## config.mk

```make
export PLATFORM = sky130hd
export DESIGN_NAME = csifl_cmd_seq
export DESIGN_NICKNAME = d
export VERILOG_FILES = /design/src/hdl/csifl_pkg.sv /design/src/hdl/csifl_cmd_seq.sv /design/src/hdl/csifl_link_shifter.sv
export SDC_FILE = /design/constraint.sdc
export NUM_CORES = 1
export LEC_CHECK = 0
export BUFFER_PORTS_ARGS = -buffer_cell sky130_fd_sc_hd__buf_2
export CAP_MARGIN = 40
export CORE_MARGIN = 3
export CORE_UTILIZATION = 30
export CTS_BUF_LIST = sky130_fd_sc_hd__clkbuf_16
export CTS_CLUSTER_DIAMETER = 40
export CTS_CLUSTER_SIZE = 25
export DETAILED_ROUTE_END_ITERATION = 6
export PLACE_DENSITY_LB_ADDON = 0.08
export SETUP_SLACK_MARGIN = 0.3
export SLEW_MARGIN = 25
export SYNTH_ARGS = -nofsm -noshare
export SYNTH_HDL_FRONTEND = slang
export SYNTH_SLANG_ARGS = --single-unit
```

## constraint.sdc

```tcl
create_clock -name clk_in -period 2.8 [get_ports clk_in]
set_clock_uncertainty 0.15 [all_clocks]
set_input_delay 0.42 -clock clk_in [delete_from_list [all_inputs] [get_ports clk_in]]
set_output_delay 0.42 -clock clk_in [all_outputs]
set_load 0.05 [all_outputs]
```

## src/hdl/csifl_pkg.sv

```systemverilog
// csifl_pkg: codes, frame layout, timing and carrier types of the command and status sequencer
package csifl_pkg;

  // ****************************************
  // frame control bytes
  // ****************************************
  localparam logic [7:0] CSIFL_SOH      = 8'h01;  // command frame start
  localparam logic [7:0] CSIFL_STX      = 8'h02;  // status frame start
  localparam logic [7:0] CSIFL_ETX      = 8'h03;  // frame end
  localparam logic [7:0] CSIFL_IDLE_TX  = 8'h00;  // shifted out when no frame is pending
  localparam logic [7:0] CSIFL_MAX_LEN  = 8'h05;  // longest command body (code + 4 data)
  localparam logic [7:0] CSIFL_ST_LEN   = 8'h02;  // status body: primary + secondary
  localparam logic [2:0] CSIFL_ST_BYTES = 3'h6;   // STX LEN ST ST SUM ETX

  // ****************************************
  // command codes
  // ****************************************
  localparam logic [7:0] CSIFL_CMD_STATUS = 8'h70;
  localparam logic [7:0] CSIFL_CMD_RESET  = 8'h00;
  localparam logic [7:0] CSIFL_CMD_FREQ   = 8'h90;
  localparam logic [7:0] CSIFL_LEN_PLAIN  = 8'h01;  // status and reset: code only
  localparam logic [7:0] CSIFL_LEN_FREQ   = 8'h05;  // code + frequency_data_bytes

  // ****************************************
  // status codes
  // ****************************************
  localparam logic [7:0] CSIFL_ST_CMD_ERR  = 8'h04;
  localparam logic [7:0] CSIFL_ST_PRM_ERR  = 8'h05;
  localparam logic [7:0] CSIFL_ST_ACK      = 8'h06;
  localparam logic [7:0] CSIFL_ST_SUM_ERR  = 8'h07;
  localparam logic [7:0] CSIFL_ST_VFY_ERR  = 8'h0F;
  localparam logic [7:0] CSIFL_ST_PROT_ERR = 8'h10;
  localparam logic [7:0] CSIFL_ST_NACK     = 8'h15;
  localparam logic [7:0] CSIFL_ST_ERS_ERR  = 8'h1A;
  localparam logic [7:0] CSIFL_ST_MRG_ERR  = 8'h1B;
  localparam logic [7:0] CSIFL_ST_WR_ERR   = 8'h1C;
  localparam logic [7:0] CSIFL_ST_BUSY     = 8'hFF;

  // ****************************************
  // frequency range and processing time
  // ****************************************
  localparam logic [31:0] CSIFL_FREQ_MIN  = 32'h0000_0002;
  localparam logic [31:0] CSIFL_FREQ_MAX  = 32'h0000_0014;
  localparam int          CSIFL_CLK_MHZ   = 25;
  localparam int          CSIFL_PROC_US   = 20;   // busy time after reset or frequency set
  localparam logic [15:0] CSIFL_PROC_CYC  = 16'(CSIFL_PROC_US * CSIFL_CLK_MHZ);

  // ****************************************
  // types
  // ****************************************
  typedef enum logic [2:0] {
    CSIFL_EV_WRITE, CSIFL_EV_ERASE, CSIFL_EV_MARGIN, CSIFL_EV_VERIFY, CSIFL_EV_PROTECT
  } csifl_ev_t;

  typedef enum logic [2:0] {
    CSIFL_RX_IDLE, CSIFL_RX_LEN, CSIFL_RX_BODY, CSIFL_RX_SUM, CSIFL_RX_ETX
  } csifl_rx_st_t;

  // flash engine error report
  typedef struct packed {
    logic      valid;
    csifl_ev_t kind;
  } csifl_err_t;

  // accepted frequency set
  typedef struct packed {
    logic        valid;
    logic [31:0] value;
  } csifl_freq_t;

  // byte shifter state
  typedef struct packed {
    logic       sck_s1;
    logic       sck_s2;
    logic       sck_s3;
    logic       sdi_s1;
    logic       sdi_s2;
    logic [2:0] bit_cnt;
    logic [7:0] rx_sh;
    logic [7:0] tx_sh;
    logic [7:0] rx_byte;
    logic       done;
  } csifl_sh_t;

  // sequencer state
  typedef struct packed {
    csifl_rx_st_t rx;
    logic [7:0]   len;
    logic [7:0]   cnt;
    logic [7:0]   cmd;
    logic [31:0]  data;
    logic [7:0]   sum;
    logic         bad_len;
    logic [7:0]   result;
    logic         busy;
    logic [15:0]  busy_cnt;
    logic         tx_act;
    logic [2:0]   tx_idx;
    logic [7:0]   tx_prim;
    logic [7:0]   tx_sec;
    logic         ld;
    logic [7:0]   ld_byte;
    logic         sync_p;
    csifl_freq_t  freq;
  } csifl_seq_t;

endpackage

```

## src/hdl/csifl_cmd_seq.sv

```systemverilog
// csifl_cmd_seq: device end of the clocked serial command and status handshake
// Notes on behaviour
// (RULE1) programmer waits before clocking in the status frame after a status command
// (RULE2) primary status byte 06H means normal completion
// (RULE3) busy primary status: programmer resends status until its timeout expires
// (RULE4) any other primary status code ends polling abnormally with that code
// (RULE5) 04H unsupported command, 05H bad parameters, 07H corrupted frame
// (RULE6) write error 1CH, erase error 1AH, margin error while writing 1BH
// (RULE7) 0FH when data verification fails, 10H when security forbids the operation
// (RULE8) 15H for non-status command while busy, bad length or missing end byte
// (RULE9) programmer waits the command gap before reset or frequency set frames
// (RULE10) after reset the programmer waits, then runs status polling
// (RULE11) programmer retries reset at most 16 times on abnormal results
// (RULE12) acknowledge to reset means both ends are synchronised
// (RULE13) timeout while polling after reset stops retries at once
// (RULE14) programmer sends frequency set then polls status for the result
// (RULE15) frequency value out of range is answered with 05H
// (RULE16) ack primary with busy secondary keeps the programmer polling
// (RULE17) frequency set carries four data bytes; status and reset carry only the code
module csifl_cmd_seq
  import csifl_pkg::*;
(
  // clock and reset
  input  wire logic  clk_in,
  input  wire logic  nrst_in,
  // serial link pins
  input  wire logic  sck_in,
  input  wire logic  sdi_in,
  output logic       sdo_out,
  // flash engine side
  input  csifl_err_t err_in,
  output csifl_freq_t freq_out,
  output logic       sync_out,
  output logic       busy_out,
  output logic [7:0] result_out
);

  // ****************************************
  // state and link
  // ****************************************
  csifl_seq_t st_r;
  csifl_seq_t st_nxt;
  logic       rx_done;
  logic [7:0] rx_byte;

  // byte shifter on the link pins
  csifl_link_shifter u_shift (
    .clk_in      (clk_in),
    .nrst_in     (nrst_in),
    .sck_in      (sck_in),
    .sdi_in      (sdi_in),
    .sdo_out     (sdo_out),
    .tx_load_in  (st_r.ld),
    .tx_byte_in  (st_r.ld_byte),
    .rx_done_out (rx_done),
    .rx_byte_out (rx_byte)
  );

  // ****************************************
  // helpers
  // ****************************************
  // one byte of the status frame by position
  function automatic logic [7:0] st_frame_byte(input logic [2:0] idx,
                                               input logic [7:0] s1,
                                               input logic [7:0] s2);
    logic [7:0] b;
    b = CSIFL_IDLE_TX;
    case (idx)
      3'h0:    b = CSIFL_STX;
      3'h1:    b = CSIFL_ST_LEN;
      3'h2:    b = s1;
      3'h3:    b = s2;
      3'h4:    b = 8'(8'h00 - CSIFL_ST_LEN - s1 - s2);
      3'h5:    b = CSIFL_ETX;
      default: b = CSIFL_IDLE_TX;
    endcase
    return b;
  endfunction

  // status code for a flash engine error report
  function automatic logic [7:0] ev_code(input csifl_ev_t k);
    logic [7:0] c;
    c = CSIFL_ST_WR_ERR;
    case (k)
      CSIFL_EV_WRITE:   c = CSIFL_ST_WR_ERR;    // see RULE6
      CSIFL_EV_ERASE:   c = CSIFL_ST_ERS_ERR;   // see RULE6
      CSIFL_EV_MARGIN:  c = CSIFL_ST_MRG_ERR;   // see RULE6
      CSIFL_EV_VERIFY:  c = CSIFL_ST_VFY_ERR;   // see RULE7
      CSIFL_EV_PROTECT: c = CSIFL_ST_PROT_ERR;  // see RULE7
      default:          c = CSIFL_ST_WR_ERR;
    endcase
    return c;
  endfunction

  // ****************************************
  // next state
  // ****************************************
  always_comb
  begin
    logic [7:0] sum_all;
    logic       start_tx;
    logic [7:0] s1;
    sum_all    = 8'(st_r.sum + rx_byte);
    start_tx   = 1'b0;
    s1         = st_r.result;
    st_nxt     = st_r;
    st_nxt.ld  = 1'b0;
    st_nxt.sync_p     = 1'b0;
    st_nxt.freq.valid = 1'b0;

    // processing time countdown
    if (st_r.busy)
    begin
      if (st_r.busy_cnt <= 16'h0001)
        st_nxt.busy = 1'b0;
      else
        st_nxt.busy_cnt = st_r.busy_cnt - 16'h0001;
    end

    // command frame receiver, paused while a status frame goes out
    if (rx_done && !st_r.tx_act)
    begin
      case (st_r.rx)
        CSIFL_RX_IDLE:
          if (rx_byte == CSIFL_SOH)
          begin
            st_nxt.rx  = CSIFL_RX_LEN;
            st_nxt.sum = 8'h00;
          end
        CSIFL_RX_LEN:
        begin
          st_nxt.len     = rx_byte;
          st_nxt.cnt     = 8'h00;
          st_nxt.sum     = rx_byte;
          st_nxt.bad_len = (rx_byte == 8'h00) || (rx_byte > CSIFL_MAX_LEN);
          st_nxt.data    = '0;
          // a length of zero or beyond the body cannot be followed; give up the frame
          st_nxt.rx      = st_nxt.bad_len ? CSIFL_RX_IDLE : CSIFL_RX_BODY;
          if (st_nxt.bad_len)
            st_nxt.result = CSIFL_ST_NACK;  // see RULE8
        end
        CSIFL_RX_BODY:
        begin
          if (st_r.cnt == 8'h00)
            st_nxt.cmd = rx_byte;
          else
            st_nxt.data = {st_r.data[23:0], rx_byte};  // frequency_data_bytes, first is msb
          st_nxt.sum = sum_all;
          st_nxt.cnt = st_r.cnt + 8'h01;
          if (st_r.cnt == st_r.len - 8'h01)
            st_nxt.rx = CSIFL_RX_SUM;
        end
        CSIFL_RX_SUM:
        begin
          st_nxt.sum = sum_all;
          st_nxt.rx  = CSIFL_RX_ETX;
        end
        CSIFL_RX_ETX:
        begin
          st_nxt.rx = CSIFL_RX_IDLE;
          if (rx_byte != CSIFL_ETX)
            st_nxt.result = CSIFL_ST_NACK;                    // see RULE8
          else if (st_r.sum != 8'h00)
            st_nxt.result = CSIFL_ST_SUM_ERR;                 // see RULE5
          else if (st_r.cmd == CSIFL_CMD_STATUS)
          begin
            if (st_r.len != CSIFL_LEN_PLAIN)
              st_nxt.result = CSIFL_ST_PRM_ERR;               // see RULE5
            start_tx = 1'b1;
          end
          else if (st_r.busy)
            st_nxt.result = CSIFL_ST_NACK;                    // see RULE8
          else if (st_r.cmd == CSIFL_CMD_RESET)
          begin
            if (st_r.len != CSIFL_LEN_PLAIN)
              st_nxt.result = CSIFL_ST_PRM_ERR;               // see RULE5
            else
            begin
              st_nxt.result   = CSIFL_ST_ACK;                 // see RULE12
              st_nxt.sync_p   = 1'b1;
              st_nxt.busy     = 1'b1;
              st_nxt.busy_cnt = CSIFL_PROC_CYC;
            end
          end
          else if (st_r.cmd == CSIFL_CMD_FREQ)
          begin
            if (st_r.len != CSIFL_LEN_FREQ)                   // see RULE17
              st_nxt.result = CSIFL_ST_PRM_ERR;
            else if (st_r.data < CSIFL_FREQ_MIN || st_r.data > CSIFL_FREQ_MAX)
              st_nxt.result = CSIFL_ST_PRM_ERR;               // see RULE15
            else
            begin
              st_nxt.result     = CSIFL_ST_ACK;
              st_nxt.freq.valid = 1'b1;
              st_nxt.freq.value = st_r.data;
              st_nxt.busy       = 1'b1;
              st_nxt.busy_cnt   = CSIFL_PROC_CYC;
            end
          end
          else
            st_nxt.result = CSIFL_ST_CMD_ERR;                 // see RULE5
        end
        default:
          st_nxt.rx = CSIFL_RX_IDLE;
      endcase
    end

    // flash engine error overrides any code stored this cycle
    if (err_in.valid)
      st_nxt.result = ev_code(err_in.kind);

    // status frame transmitter, one byte loaded after each byte boundary
    if (start_tx)
    begin
      s1            = st_r.busy ? CSIFL_ST_BUSY : st_nxt.result;  // see RULE3
      st_nxt.tx_prim = s1;
      st_nxt.tx_sec  = CSIFL_ST_ACK;
      st_nxt.tx_act = 1'b1;
      st_nxt.tx_idx = 3'h1;
      st_nxt.ld     = 1'b1;
      st_nxt.ld_byte = CSIFL_STX;
    end
    else if (rx_done && st_r.tx_act)
    begin
      st_nxt.ld = 1'b1;
      if (st_r.tx_idx == CSIFL_ST_BYTES)
      begin
        st_nxt.tx_act  = 1'b0;
        st_nxt.ld_byte = CSIFL_IDLE_TX;
      end
      else
      begin
        st_nxt.ld_byte = st_frame_byte(st_r.tx_idx, st_r.tx_prim, st_r.tx_sec);
        st_nxt.tx_idx  = st_r.tx_idx + 3'h1;
      end
    end
  end

  // registers
  always_ff @(posedge clk_in)
  begin
    if (!nrst_in)
    begin
      st_r        <= '0;
      st_r.rx     <= CSIFL_RX_IDLE;
      st_r.result <= CSIFL_ST_ACK;
    end
    else
      st_r <= st_nxt;
  end

  // ****************************************
  // outputs
  // ****************************************
  assign freq_out   = st_r.freq;
  assign sync_out   = st_r.sync_p;
  assign busy_out   = st_r.busy;
  assign result_out = st_r.result;

endmodule

```

## src/hdl/csifl_link_shifter.sv

```systemverilog
// csifl_link_shifter: samples the serial link clock and moves bytes in and out, msb first
module csifl_link_shifter
  import csifl_pkg::*;
(
  // clock and reset
  input  wire logic       clk_in,
  input  wire logic       nrst_in,
  // serial link pins
  input  wire logic       sck_in,
  input  wire logic       sdi_in,
  output logic            sdo_out,
  // byte side
  input  wire logic       tx_load_in,
  input  wire logic [7:0] tx_byte_in,
  output logic            rx_done_out,
  output logic [7:0]      rx_byte_out
);

  // ****************************************
  // state
  // ****************************************
  csifl_sh_t sh_r;
  csifl_sh_t sh_nxt;
  logic      rise;
  logic      fall;

  // edges are found on the second and third stages only
  assign rise = sh_r.sck_s2 & ~sh_r.sck_s3;
  assign fall = ~sh_r.sck_s2 & sh_r.sck_s3;

  // next state: sample on rising edge, shift out on falling edge
  always_comb
  begin
    sh_nxt        = sh_r;
    sh_nxt.sck_s1 = sck_in;
    sh_nxt.sck_s2 = sh_r.sck_s1;
    sh_nxt.sck_s3 = sh_r.sck_s2;
    sh_nxt.sdi_s1 = sdi_in;
    sh_nxt.sdi_s2 = sh_r.sdi_s1;
    sh_nxt.done   = 1'b0;
    if (rise)
    begin
      sh_nxt.rx_sh   = {sh_r.rx_sh[6:0], sh_r.sdi_s2};
      sh_nxt.bit_cnt = sh_r.bit_cnt + 3'h1;
      if (sh_r.bit_cnt == 3'h7)
      begin
        sh_nxt.rx_byte = {sh_r.rx_sh[6:0], sh_r.sdi_s2};
        sh_nxt.done    = 1'b1;
      end
    end
    else if (fall && sh_r.bit_cnt != 3'h0)
      sh_nxt.tx_sh = {sh_r.tx_sh[6:0], 1'b0};  // next bit out before next rise
    if (tx_load_in)
      sh_nxt.tx_sh = tx_byte_in;               // loaded just after a byte ends
  end

  // registers
  always_ff @(posedge clk_in)
  begin
    if (!nrst_in)
      sh_r <= '0;
    else
      sh_r <= sh_nxt;
  end

  assign sdo_out     = sh_r.tx_sh[7];
  assign rx_done_out = sh_r.done;
  assign rx_byte_out = sh_r.rx_byte;

endmodule

```

Yosys cells after proc, flatten, opt, wreduce, memory -nomap -nowiden

Cells that the tools add are included.

Register bits: 180
Bits of input ports: 8
Logic and storage cells: 177
Output and inout bits: 44

Reductions and logical operators: 36
Bitwise logic cells: 16
Equality and inequality tests: 27
Add/subtract/negate cells: 8
Mux-type cells: 56
Magnitude comparators: 4

Operators with widths:

| operator              | number |
|---|---|
| $mux 17               | 10 |
| $mux 8                | 13 |
| $pmux 32 s2           | 1 |
| $mux 25               | 2 |
| $pmux 8 s5            | 1 |
| $mux 33               | 1 |
| $gt 32x5->1 const B   | 1 |
| $lt 32x2->1 const B   | 1 |
| $mux 32               | 1 |
| $pmux 8 s2            | 2 |
| $logic_not 8->1       | 3 |
| $pmux 8 s3            | 1 |
| $pmux 5 s4            | 1 |
| $eq 3x2->1 const B    | 6 |
| $eq 3x3->1 const B    | 6 |
| $mux 9                | 2 |
| $le 16x1->1 const B   | 1 |
| $mux 16               | 1 |
| $reduce_and 2->1      | 8 |
| $sub 16x1->16 const B | 1 |
| $not 1->1             | 14 |
| $pmux 3 s4            | 1 |
| $reduce_and 3->1      | 4 |
| $mux 2                | 5 |
| 31 further kinds      | 60 |

Depth between registers and ports, before layout

Gate-level depths: netlist of run 1.

Depth after elaboration: 15
Gate-level depth with buffers: 10
Gate-level depth less buffers: 8

Cells and area by module

From an unflattened synthesis of run 1, not the netlist that was laid out.

Cell total of the unflattened synthesis: 937
Area total of the unflattened synthesis: 8531.9 um^2

By module, submodules not included:

| module             | cells each | seq. area each (um^2) | area each (um^2) | instances |
|---|---|---|---|---|
| csifl_cmd_seq      | 782        | 2962.8                | 7133.1           | 1 |
| csifl_link_shifter | 155        | 640.6                 | 1398.8           | 1 |

Worst setup path before layout of run 1

OpenSTA, ideal clock, no wires.

Path kind: reg2reg
Start: register st_r[65] (netlist bit)
End: register st_r[78] (netlist bit)
Path buffers: 0
Data arrival time: 1.977 ns
Setup time: 0.116 ns
Setup slack: 0.557 ns
Required time: 2.534 ns
Cell stages (with the launch flop): 7
Clock period less this slack: 2.243 ns
Cell sequence: dfxtp_1 or4_4 or3_4 or3_4 nor3b_2 xnor2_1 nor2_2

Cells in the longest elaborated chain, start to end: 13
Elaborated cells on any way between the ends: 15
Those cells by class: 1 x add/sub; 1 x order compare; 13 x mux

Ends and longest elaborated chain:

| what                                         | line                                       | RTL |
|---|---|---|
| start: declaration                           | csifl_cmd_seq.sv:41                        | `csifl_seq_t st_r;` |
| start signal: assignment                     | csifl_cmd_seq.sv:249                       | `st_r <= st_nxt;` |
| $sub 16x1->16 or $le 16x1->1 (tied branches) | csifl_cmd_seq.sv:117, csifl_cmd_seq.sv:114 |  |
| $mux 16 *                                    | csifl_cmd_seq.sv:114                       | `if (st_r.busy_cnt <= 16'h0001)` |
| $mux 17 *                                    | csifl_cmd_seq.sv:112                       | `if (st_r.busy)` |
| $mux 17                                      | csifl_cmd_seq.sv:189                       | `else if (st_r.data < CSIFL_FREQ_MIN \|\| st_r.data > CSIFL_FREQ_MAX)` |
| $mux 17                                      | csifl_cmd_seq.sv:187                       | `if (st_r.len != CSIFL_LEN_FREQ)` |
| $mux 17                                      | csifl_cmd_seq.sv:185                       | `else if (st_r.cmd == CSIFL_CMD_FREQ)` |
| $mux 25                                      | csifl_cmd_seq.sv:173                       | `else if (st_r.cmd == CSIFL_CMD_RESET)` |
| $mux 17                                      | csifl_cmd_seq.sv:171                       | `else if (st_r.busy)` |
| $mux 17                                      | csifl_cmd_seq.sv:165                       | `else if (st_r.cmd == CSIFL_CMD_STATUS)` |
| $mux 17                                      | csifl_cmd_seq.sv:163                       | `else if (st_r.sum != 8'h00)` |
| $mux 17                                      | csifl_cmd_seq.sv:161                       | `if (rx_byte != CSIFL_ETX)` |
| $mux 17                                      | csifl_cmd_seq.sv:123                       | `case (st_r.rx)` |
| $mux 25 *                                    | csifl_cmd_seq.sv:121                       | `if (rx_done && !st_r.tx_act)` |

Mark *: on every way between the ends. The rest lies on a longest branch, timed or not.
A chain may end at the register's enable or synchronous reset.

Worst setup path in the final report of run 1

Start: register u_shift.sh_r, in the netlist u_shift.rx_byte_out[4]
End: register st_r, in the netlist freq_out[12]

Cells in the longest elaborated chain, start to end: 3

Ends and longest elaborated chain:

| what                        | line                     | RTL |
|---|---|---|
| start: declaration          | csifl_link_shifter.sv:22 | `csifl_sh_t sh_r;` |
| start signal: assignment    | csifl_link_shifter.sv:63 | `sh_r <= sh_nxt;` |
| $ne 8x2->1                  | csifl_cmd_seq.sv:161     |  |
| $not 1->1 (no line)         | -                        |  |
| $reduce_and 10->1 (no line) | -                        |  |

No other way between the ends.

==> key figures, run 1 <==
Run status
  – Outcome: finished clean

STA
  – Final Cycle Share: 0.845
  – Hold violation count in the final report: 0
  – F_max: 0.423 GHz
  – Final worst slack: 0.434 ns
  – Relative slew slack: 0.537
  – Final Slew Violations: 0
  – Min Hold Slack: 0.0371 ns
  – Fin Setup TNS: 0 ns
  – Min Tclk post-route: 2.37 ns
  – Setup violations, final: 0
  – Worst slew pin tran: 0.693 ns
  – RSZ-0062 raised after global routing: true

Synth
  – Post-synth EDFFs: 0
  – Netlist area before placement: 8200 um2
  – Top post-synthesis cells by count: 180 x dfxtp_1, 86 x nor2_1, 78 x nand2_1
  – Post-Synthesis Cells: 916
  – Post-synthesis mux area share: 0.0416
  – Synth area leader: dfxtp_1
  – Top-area cell type share of the netlist area: 0.439
  – Synth Area in XOR/XNOR: 0.0416
  – Post-synth cell types: 67
  – Yosys Warn Count: 0
  – Most frequent cell after synthesis: dfxtp_1
  – Main combinational cell family by area after synthesis: simple AND/OR/NAND/NOR gates
  – Post-Synth Simple-Gate Area: 0.214
  – Post-synth ARST share: 0
  – Sequential-to-total area share from yosys stat: 0.439
  – Synth Area in Adders: 0.0400
  – Synthesized flop and latch total: 180
  – Syn nets: 949
  – Avg Cell Area, Syn: 8.96 um2
  – Synth top area cells: dfxtp_1 44%, a21oi_1 4.2%, mux2i_1 4.0%, buf_4 3.9%, nor2_1 3.9%
  – Top FF cell, synth: dfxtp_1
  – Compound-Gate Fraction of Synth Area: 0.150

Floorplanning
  – Floorplan core area: 26400 um2
  – Row cnt: 59
  – Die Width: 171 um
  – Die Y: 171 um
  – Die ar.: 29400 um2
  – I/O pin cnt: 52
  – Initial core utilization: 0.310

Placement
  – IO Port Bufs: 51
  – Final HPWL DP: 14400 um
  – Worst slack at placement: 0.265 ns
  – Routability congestion estimate from global placement: 0.788
  – Placed cell area: 8650 um2

Critical path
  – Critical path cell sequence: nor4_1 -> nand4b_1 -> nor4_4 -> and4bb_1 -> nor2_2 -> buf_6 -> and2_1
  – Critical-path top delay cell: dfxtp_1
  – Worst setup SP type: register
  – Required @ worst endpoint: 2.97 ns
  – CP Capture Type: register
  – Top cell family by delay on the critical path: simple AND/OR/NAND/NOR gates
  – Crit path buf inv count: 1
  – CP Data Arrival Time: 2.54 ns
  – Crit Path Category: reg2reg
  – CP peak stage delay: 0.43 ns
  – Critical Path Fanout Max: 16

Global route
  – Pin count of the biggest net entering global routing: 48
  – All-layer global routing usage: 0.140
  – Antenna violations before repair: 0
  – Vias in the first global route: 5877
  – Global route overflow: 0
  – First-pass GRT wire length: 32700 um

Power and ir drop
  – Peak supply drop: 372 uV
  – Reg power frac: 0.502
  – Part of the power in combinational logic: 0.024
  – Sw frac: 0.255
  – Sw Pwr: 1.31 mW
  – Power Total: 5.13 mW
  – Cell internal pwr: 3.82 mW
  – Leak Pwr: 3.82 nW
  – Pwr Density: 551 nW/um2
  – Clock power share: 0.474

CTS
  – Max H-tree Level: 4
  – Max Root-Sink Buffers: 2
  – Clock Latency Late Sink: 0.43 ns
  – CTS sink count: 180
  – CTS buffer count: 17
  – Reg clk slew, reported paths: 0.08 ns
  – CTS tree: done
  – Clk root buf: clkbuf_16

Route
  – WL per Instance: 15.7 um
  – Post-route ant nets: 0
  – DR vias: 6225
  – DRC Markers: 0
  – Initial drt markers: 365
  – Vias per Instance: 4.86
  – First-pass DRT Iterations: 5
  – Final WL: 20100 um

Worst hold path
  – Worst hold-check path type: in2reg

Job
  – Max cap viols: 0

Final layout
  – Layout area overhead: 13.4%
  – Layout cells sized above 1: 0.151
  – Final net count: 967
  – ANT cells: 0
  – Post-Layout Inst Area: 9300 um2
==> metal layers <==
layer  GRT usage  vias up  share of wire
met3      0.0230       10          0.030
met4      0.0346        0         0.0073
met2       0.216       97           0.44
li1            -     3215              -
met5           0        -              0
met1       0.203     2903           0.52
==> cells by family (layout without fill, tap and decap cells) <==
kind of cell,Yosys count,in the layout
flip-flops,180,180
adder cells (fa/ha/maj),25,25
buffers and inverters,114,145
AO/OA/AOI/OAI,190,190
multiplexers,34,34
XOR/XNOR,39,39
AND/OR/NAND/NOR,334,334
==> flip-flops by register name (all words and copies together) (netlist names) <==
signal               flops
u_shift.rx_done_out      1
st_r                   105
u_shift.sh_nxt           3
busy_out                 1
result_out               8
u_shift.sh_r            19
freq_out                33
u_shift.sdo_out          1
sync_out                 1
u_shift.rx_byte_out      8
==> worst reg2reg max path: cells and delay by family, from the launching register on <==
kind / cells / cell delay (ns)
buffers and inverters: 1 / 0.17
DFF: 1 / 0.43
and+or+nand+nor: 6 / 1.53
==> cells in the final DEF (no fill, tap or decap), drive strengths merged, types with 4 or more instances in the layout <==
cell type / Yosys / layout
dfxtp: 180 / 180
nor2: 89 / 89
buf: 57 / 86
nand2: 78 / 78
a21oi: 69 / 69
and2: 37 / 37
inv: 27 / 35
mux2i: 33 / 33
a22o: 29 / 29
nand3: 28 / 28
o21ai: 27 / 27
ha: 23 / 23
xnor2: 20 / 20
xor2: 19 / 19
nor4: 19 / 19
clkbuf: 30 / 17
or3: 12 / 12
nor2b: 11 / 11
a22oi: 11 / 11
nor4b: 10 / 10
nand4: 9 / 9
nand2b: 9 / 9
a31oi: 9 / 9
nor3: 9 / 9
and3: 7 / 7
a211oi: 7 / 7
clkinv: 0 / 7
a21o: 5 / 5
a21boi: 5 / 5
o31ai: 4 / 4
==> area by class of cell <==
type                            instances  area (um2)
Clock buffer                           17         425
Clock inverter                         15         181
Fill cell                            2744       17100
Inverter                               27         101
Multi-Input combinational cell        622        4050
Sequential cell                       180        3610
Tap cell                              335         419
Timing Repair Buffer                   86         522
==> power groups by stage <==
stage / clock (mW) / combinational [mW] / sequential (mW)
after floorplan: 0 / 0.0889 / 2.63
after global placement: 0 / 0.126 / 2.63
after detailed placement: 0 / 0.128 / 2.63
after CTS: 2.53 / 0.128 / 2.57
after global routing: 2.63 / 0.139 / 2.57
final: 2.43 / 0.125 / 2.57
==> per-stage QoR <==
| step | std cells | util |
|---|---|---|
| 2_1_floorplan | 916 | - |
| 3_3_place_gp | 1249 | 0.327 |
| 3_5_place_dp | 1250 | 0.327 |
| 4_1_cts | 1282 | 0.350 |
| 5_1_grt | 1282 | 0.352 |
| 6_report | 1282 | 0.352 |
==> repair_timing <==
| action | in CTS | in global routing |
|---|---|---|
| setup buffers | 0 | 0 |
| endpoints found under the setup margin | 10 | 48 |
| cloned | 0 | 0 |
| hold buffers | 0 | 0 |
| resized for setup | 2 | 9 |
| endpoints found under the hold margin | 0 | 0 |
==> path summary, 6_finish.rpt <==
kind / to / start / cells after the start / slack [ns]
worst max register to register: freq_out[12]$_SDFFE_PN0P_ / u_shift.rx_byte_out[4]$_SDFFE_PN0P_ / 7 / 0.43
worst min register to register: u_shift.sh_nxt[30]$_SDFF_PN0_ / u_shift.sh_nxt[31]$_SDFF_PN0_ / 1 / 0.29
worst max-delay path: freq_out[12]$_SDFFE_PN0P_ / u_shift.rx_byte_out[4]$_SDFFE_PN0P_ / 7 / 0.43
worst min-delay path: u_shift.sh_nxt[31]$_SDFF_PN0_ / sck_in / 2 / 0.04
(Power assumes the default switching activity.)
==> run 2: changes to the inputs <==
==> constraint.sdc (replaced) <==
create_clock -name clk_in -period 2.3 [get_ports clk_in]
set_clock_uncertainty 0.15 [all_clocks]
set_input_delay 0.345 -clock clk_in [delete_from_list [all_inputs] [get_ports clk_in]]
set_output_delay 0.345 -clock clk_in [all_outputs]
set_load 0.05 [all_outputs]
==> run 2 against run 1 <==
  * Non-clock buffer count increased by 107
  * Routed wire length is 13% higher
  * Combinational power rose by 69%
  * Via count rose by 9.2%
  * Sequential share of layout area is 6.6 points lower
  * Critical path type unchanged
  * Critical endpoint is now st_r[78]$_SDFF_PN0_
  * Largest power group unchanged
  * Highest routed layer is now met5
==> key figures, run 2 (synthesis gave the netlist of run 1 again) <==
CTS
  – CTS buffer count: 17 (unchanged)
  – Clock Latency Late Sink: 0.44 ns (about the same)
  – Clk root buf: clkbuf_16
  – Max H-tree Level: 4 (unchanged)
  – CTS sink count: 180 (unchanged)
  – CTS tree: done
  – Max Root-Sink Buffers: 2 (unchanged)
  – Reg clk slew, reported paths: 0.08 ns (about the same)

Route
  – Vias per Instance: 4.89 (+0.79%)
  – WL per Instance: 16.3 um (+4.0%)
  – Final WL: 22600 um (+13%)
  – Initial drt markers: 332 (-9.0%)
  – DR vias: 6798 (+9.2%)
  – DRC Markers: 0 (unchanged)
  – Post-route ant nets: 0 (unchanged)
  – First-pass DRT Iterations: 5 (unchanged)

Worst hold path
  – Endpoint of the worst hold path: result_out[2]$_SDFF_PN1_
  – Hold path depth: 2 (unchanged)
  – Hold wc startpoint: err_in[3]
  – Worst hold-check path type: in2reg

STA
  – RSZ-0062 raised after global routing: true
  – Min Tclk post-route: 2.23 ns (-0.138 ns)
  – Setup violations, final: 0 (unchanged)
  – F_max: 0.449 GHz (+6.2%)
  – Min Hold Slack: 0.172 ns (+0.135 ns)
  – Final Cycle Share: 0.968 (+0.124)
  – Relative slew slack: 0.647 (+0.110)
  – Hold violation count in the final report: 0 (unchanged)
  – Worst slew pin tran: 0.524 ns (-0.169 ns)
  – Final Slew Violations: 0 (unchanged)
  – Final worst slack: 0.0728 ns (-0.362 ns)

Power and ir drop
  – Pwr Density: 549 nW/um2 (-0.42%)
  – Reg power frac: 0.498 (-0.004)
  – Sw Pwr: 1.62 mW (+24%)
  – Peak supply drop: 422 uV (+14%)
  – Sw frac: 0.259 (+0.00380)
  – Cell internal pwr: 4.64 mW (+22%)
  – Part of the power in combinational logic: 0.034 (+0.010)
  – Leak Pwr: 4.67 nW (+22%)
  – Clock power share: 0.468 (-0.006)

Global route
  – Global route overflow: 0 (unchanged)
  – Vias in the first global route: 6468 (+10%)
  – Pin count of the biggest net entering global routing: 82 (+71%)
  – Antenna violations before repair: 1 (+1)
  – All-layer global routing usage: 0.152 (+0.0120)
  – First-pass GRT wire length: 35300 um (+7.7%)

Critical path
  – Reg2Reg Depth: 6 (-1)
  – Reg-to-Reg Start: st_r[65]$_SDFF_PN0_
  – CP Capture Type: register
  – R2R Setup Slk: 0.07 ns (-0.36 ns)
  – Worst setup SP type: register
  – CP Data Arrival Time: 2.41 ns (-0.13 ns)
  – Critical Path Fanout Max: 4 (-12)
  – Reg2reg end: st_r[78]$_SDFF_PN0_
  – Required @ worst endpoint: 2.48 ns (-0.49 ns)
  – Crit Path Category: reg2reg

Floorplanning
  – Die ar.: 29400 um2 (unchanged)
  – Floorplan core area: 26400 um2 (unchanged)
  – I/O pin cnt: 52 (unchanged)
  – Initial core utilization: 0.310 (unchanged)
  – Row cnt: 59 (unchanged)
  – Die Y: 171 um (unchanged)
  – Die Width: 171 um (unchanged)

Final layout
  – Layout area overhead: 39.2%
  – Max FFs per register: 105 (unchanged)
  – Commonest non-fill, non-tap cell in the layout: dfxtp_1
  – Most frequent cells in the layout: 146 x dfxtp_1, 106 x buf_4, 72 x nor2_1
  – Reg with most FFs: st_r
  – Final net count: 1074 (+11%)
  – Layout cells sized above 1: 0.411 (+0.260)
  – ANT cells: 0 (unchanged)
  – Post-Layout Inst Area: 11400 um2 (+23%)

Placement
  – Routability congestion estimate from global placement: 0.784 (-0.42%)
  – IO Port Bufs: 51 (unchanged)
  – Final HPWL DP: 14500 um (+1.1%)
  – Placed cell area: 9180 um2 (+6.2%)
  – Worst slack at placement: 0.00835 ns (-0.256 ns)

Run status
  – Outcome: finished clean

Job
  – Max cap viols: 0 (unchanged)
[run 2: changes by cell type in the layout (fill, tap and decap cells not counted), sizes merged]
cell,previous run,this run
inv,35,36
clkbuf,17,21
clkinv,7,4
dlygate4sd3,0,2
buf,86,187
clkinvlp,0,2
[run 2: metrics by stage]
stage / total power, mW / instances / util / setup TNS (ns)
2_1_floorplan: 3.32 / 916 / - / 0
3_3_place_gp: 3.37 / 1289 / 0.348 / -0.780
3_5_place_dp: 3.37 / 1289 / 0.348 / 0
4_1_cts: 6.35 / 1359 / 0.401 / 0
5_1_grt: 6.51 / 1389 / 0.432 / 0
6_report: 6.27 / 1389 / 0.432 / 0
[run 2: cell type report]
type	instances	area [um2]
clock buffers	17	425
clock inverters	15	156
fillers	2565	15000
inverters	27	104
multi-input cells	622	5000
flip-flops and latches	180	3680
well taps	335	419
repair buffers	193	1630
[run 2: power by group through the flow]
stage               clock (mW)  combinational [mW]  sequential (mW)
floorplan                    0               0.114             3.20
global placement             0               0.164             3.21
detailed placement           0               0.163             3.21
CTS                       3.02               0.197             3.13
global route              3.16               0.230             3.12
finish                    2.93               0.211             3.12
[run 2: worst max-delay path by stage]
stage | endpoint | startpoint | cells past startpoint | slack (ns)
after floorplan | st_r[78]$_SDFF_PN0_ | st_r[65]$_SDFF_PN0_ | 6 | 0.1
after global placement | st_r[64]$_SDFF_PN0_ | st_r[117]$_SDFFE_PN0P_ | 7 | -0.08
after detailed placement | st_r[60]$_SDFFE_PP0P_ | st_r[93]$_SDFFE_PN0P_ | 7 | 0.008
after CTS | st_r[78]$_SDFF_PN0_ | st_r[65]$_SDFF_PN0_ | 6 | 0.08
after global routing | st_r[76]$_SDFF_PN0_ | st_r[65]$_SDFF_PN0_ | 6 | 0.01
final | st_r[78]$_SDFF_PN0_ | st_r[65]$_SDFF_PN0_ | 6 | 0.07
[run 2: what timing repair did]
item | in CTS | in global routing
endpoints found under the hold margin | 2 | 0
gates resized for setup | 115 | 150
pin swaps | 41 | 66
buffers inserted | 32 | 25
setup endpoints to repair | 122 | 142
cloned | 4 | 5
hold buffers | 2 | 0
[run 2: layer usage]
metal | track usage | wire, um | vias to the layer above
met4 | 0.0444 | 312 | 2
met2 | 0.239 | 10200 | 77
met3 | 0.0232 | 549 | 23
li1 | - | - | 3424
met5 | 0 | 13 | -
met1 | 0.215 | 11500 | 3272
[run 2: worst max-delay path, stage by stage, from the launching register on]
cell	delay [ns]
dfxtp_2	0.32
or4_4	0.53
or3_4	0.36
or3_4	0.37
nor3b_2	0.21
xnor2_1	0.15
nor2_2	0.04
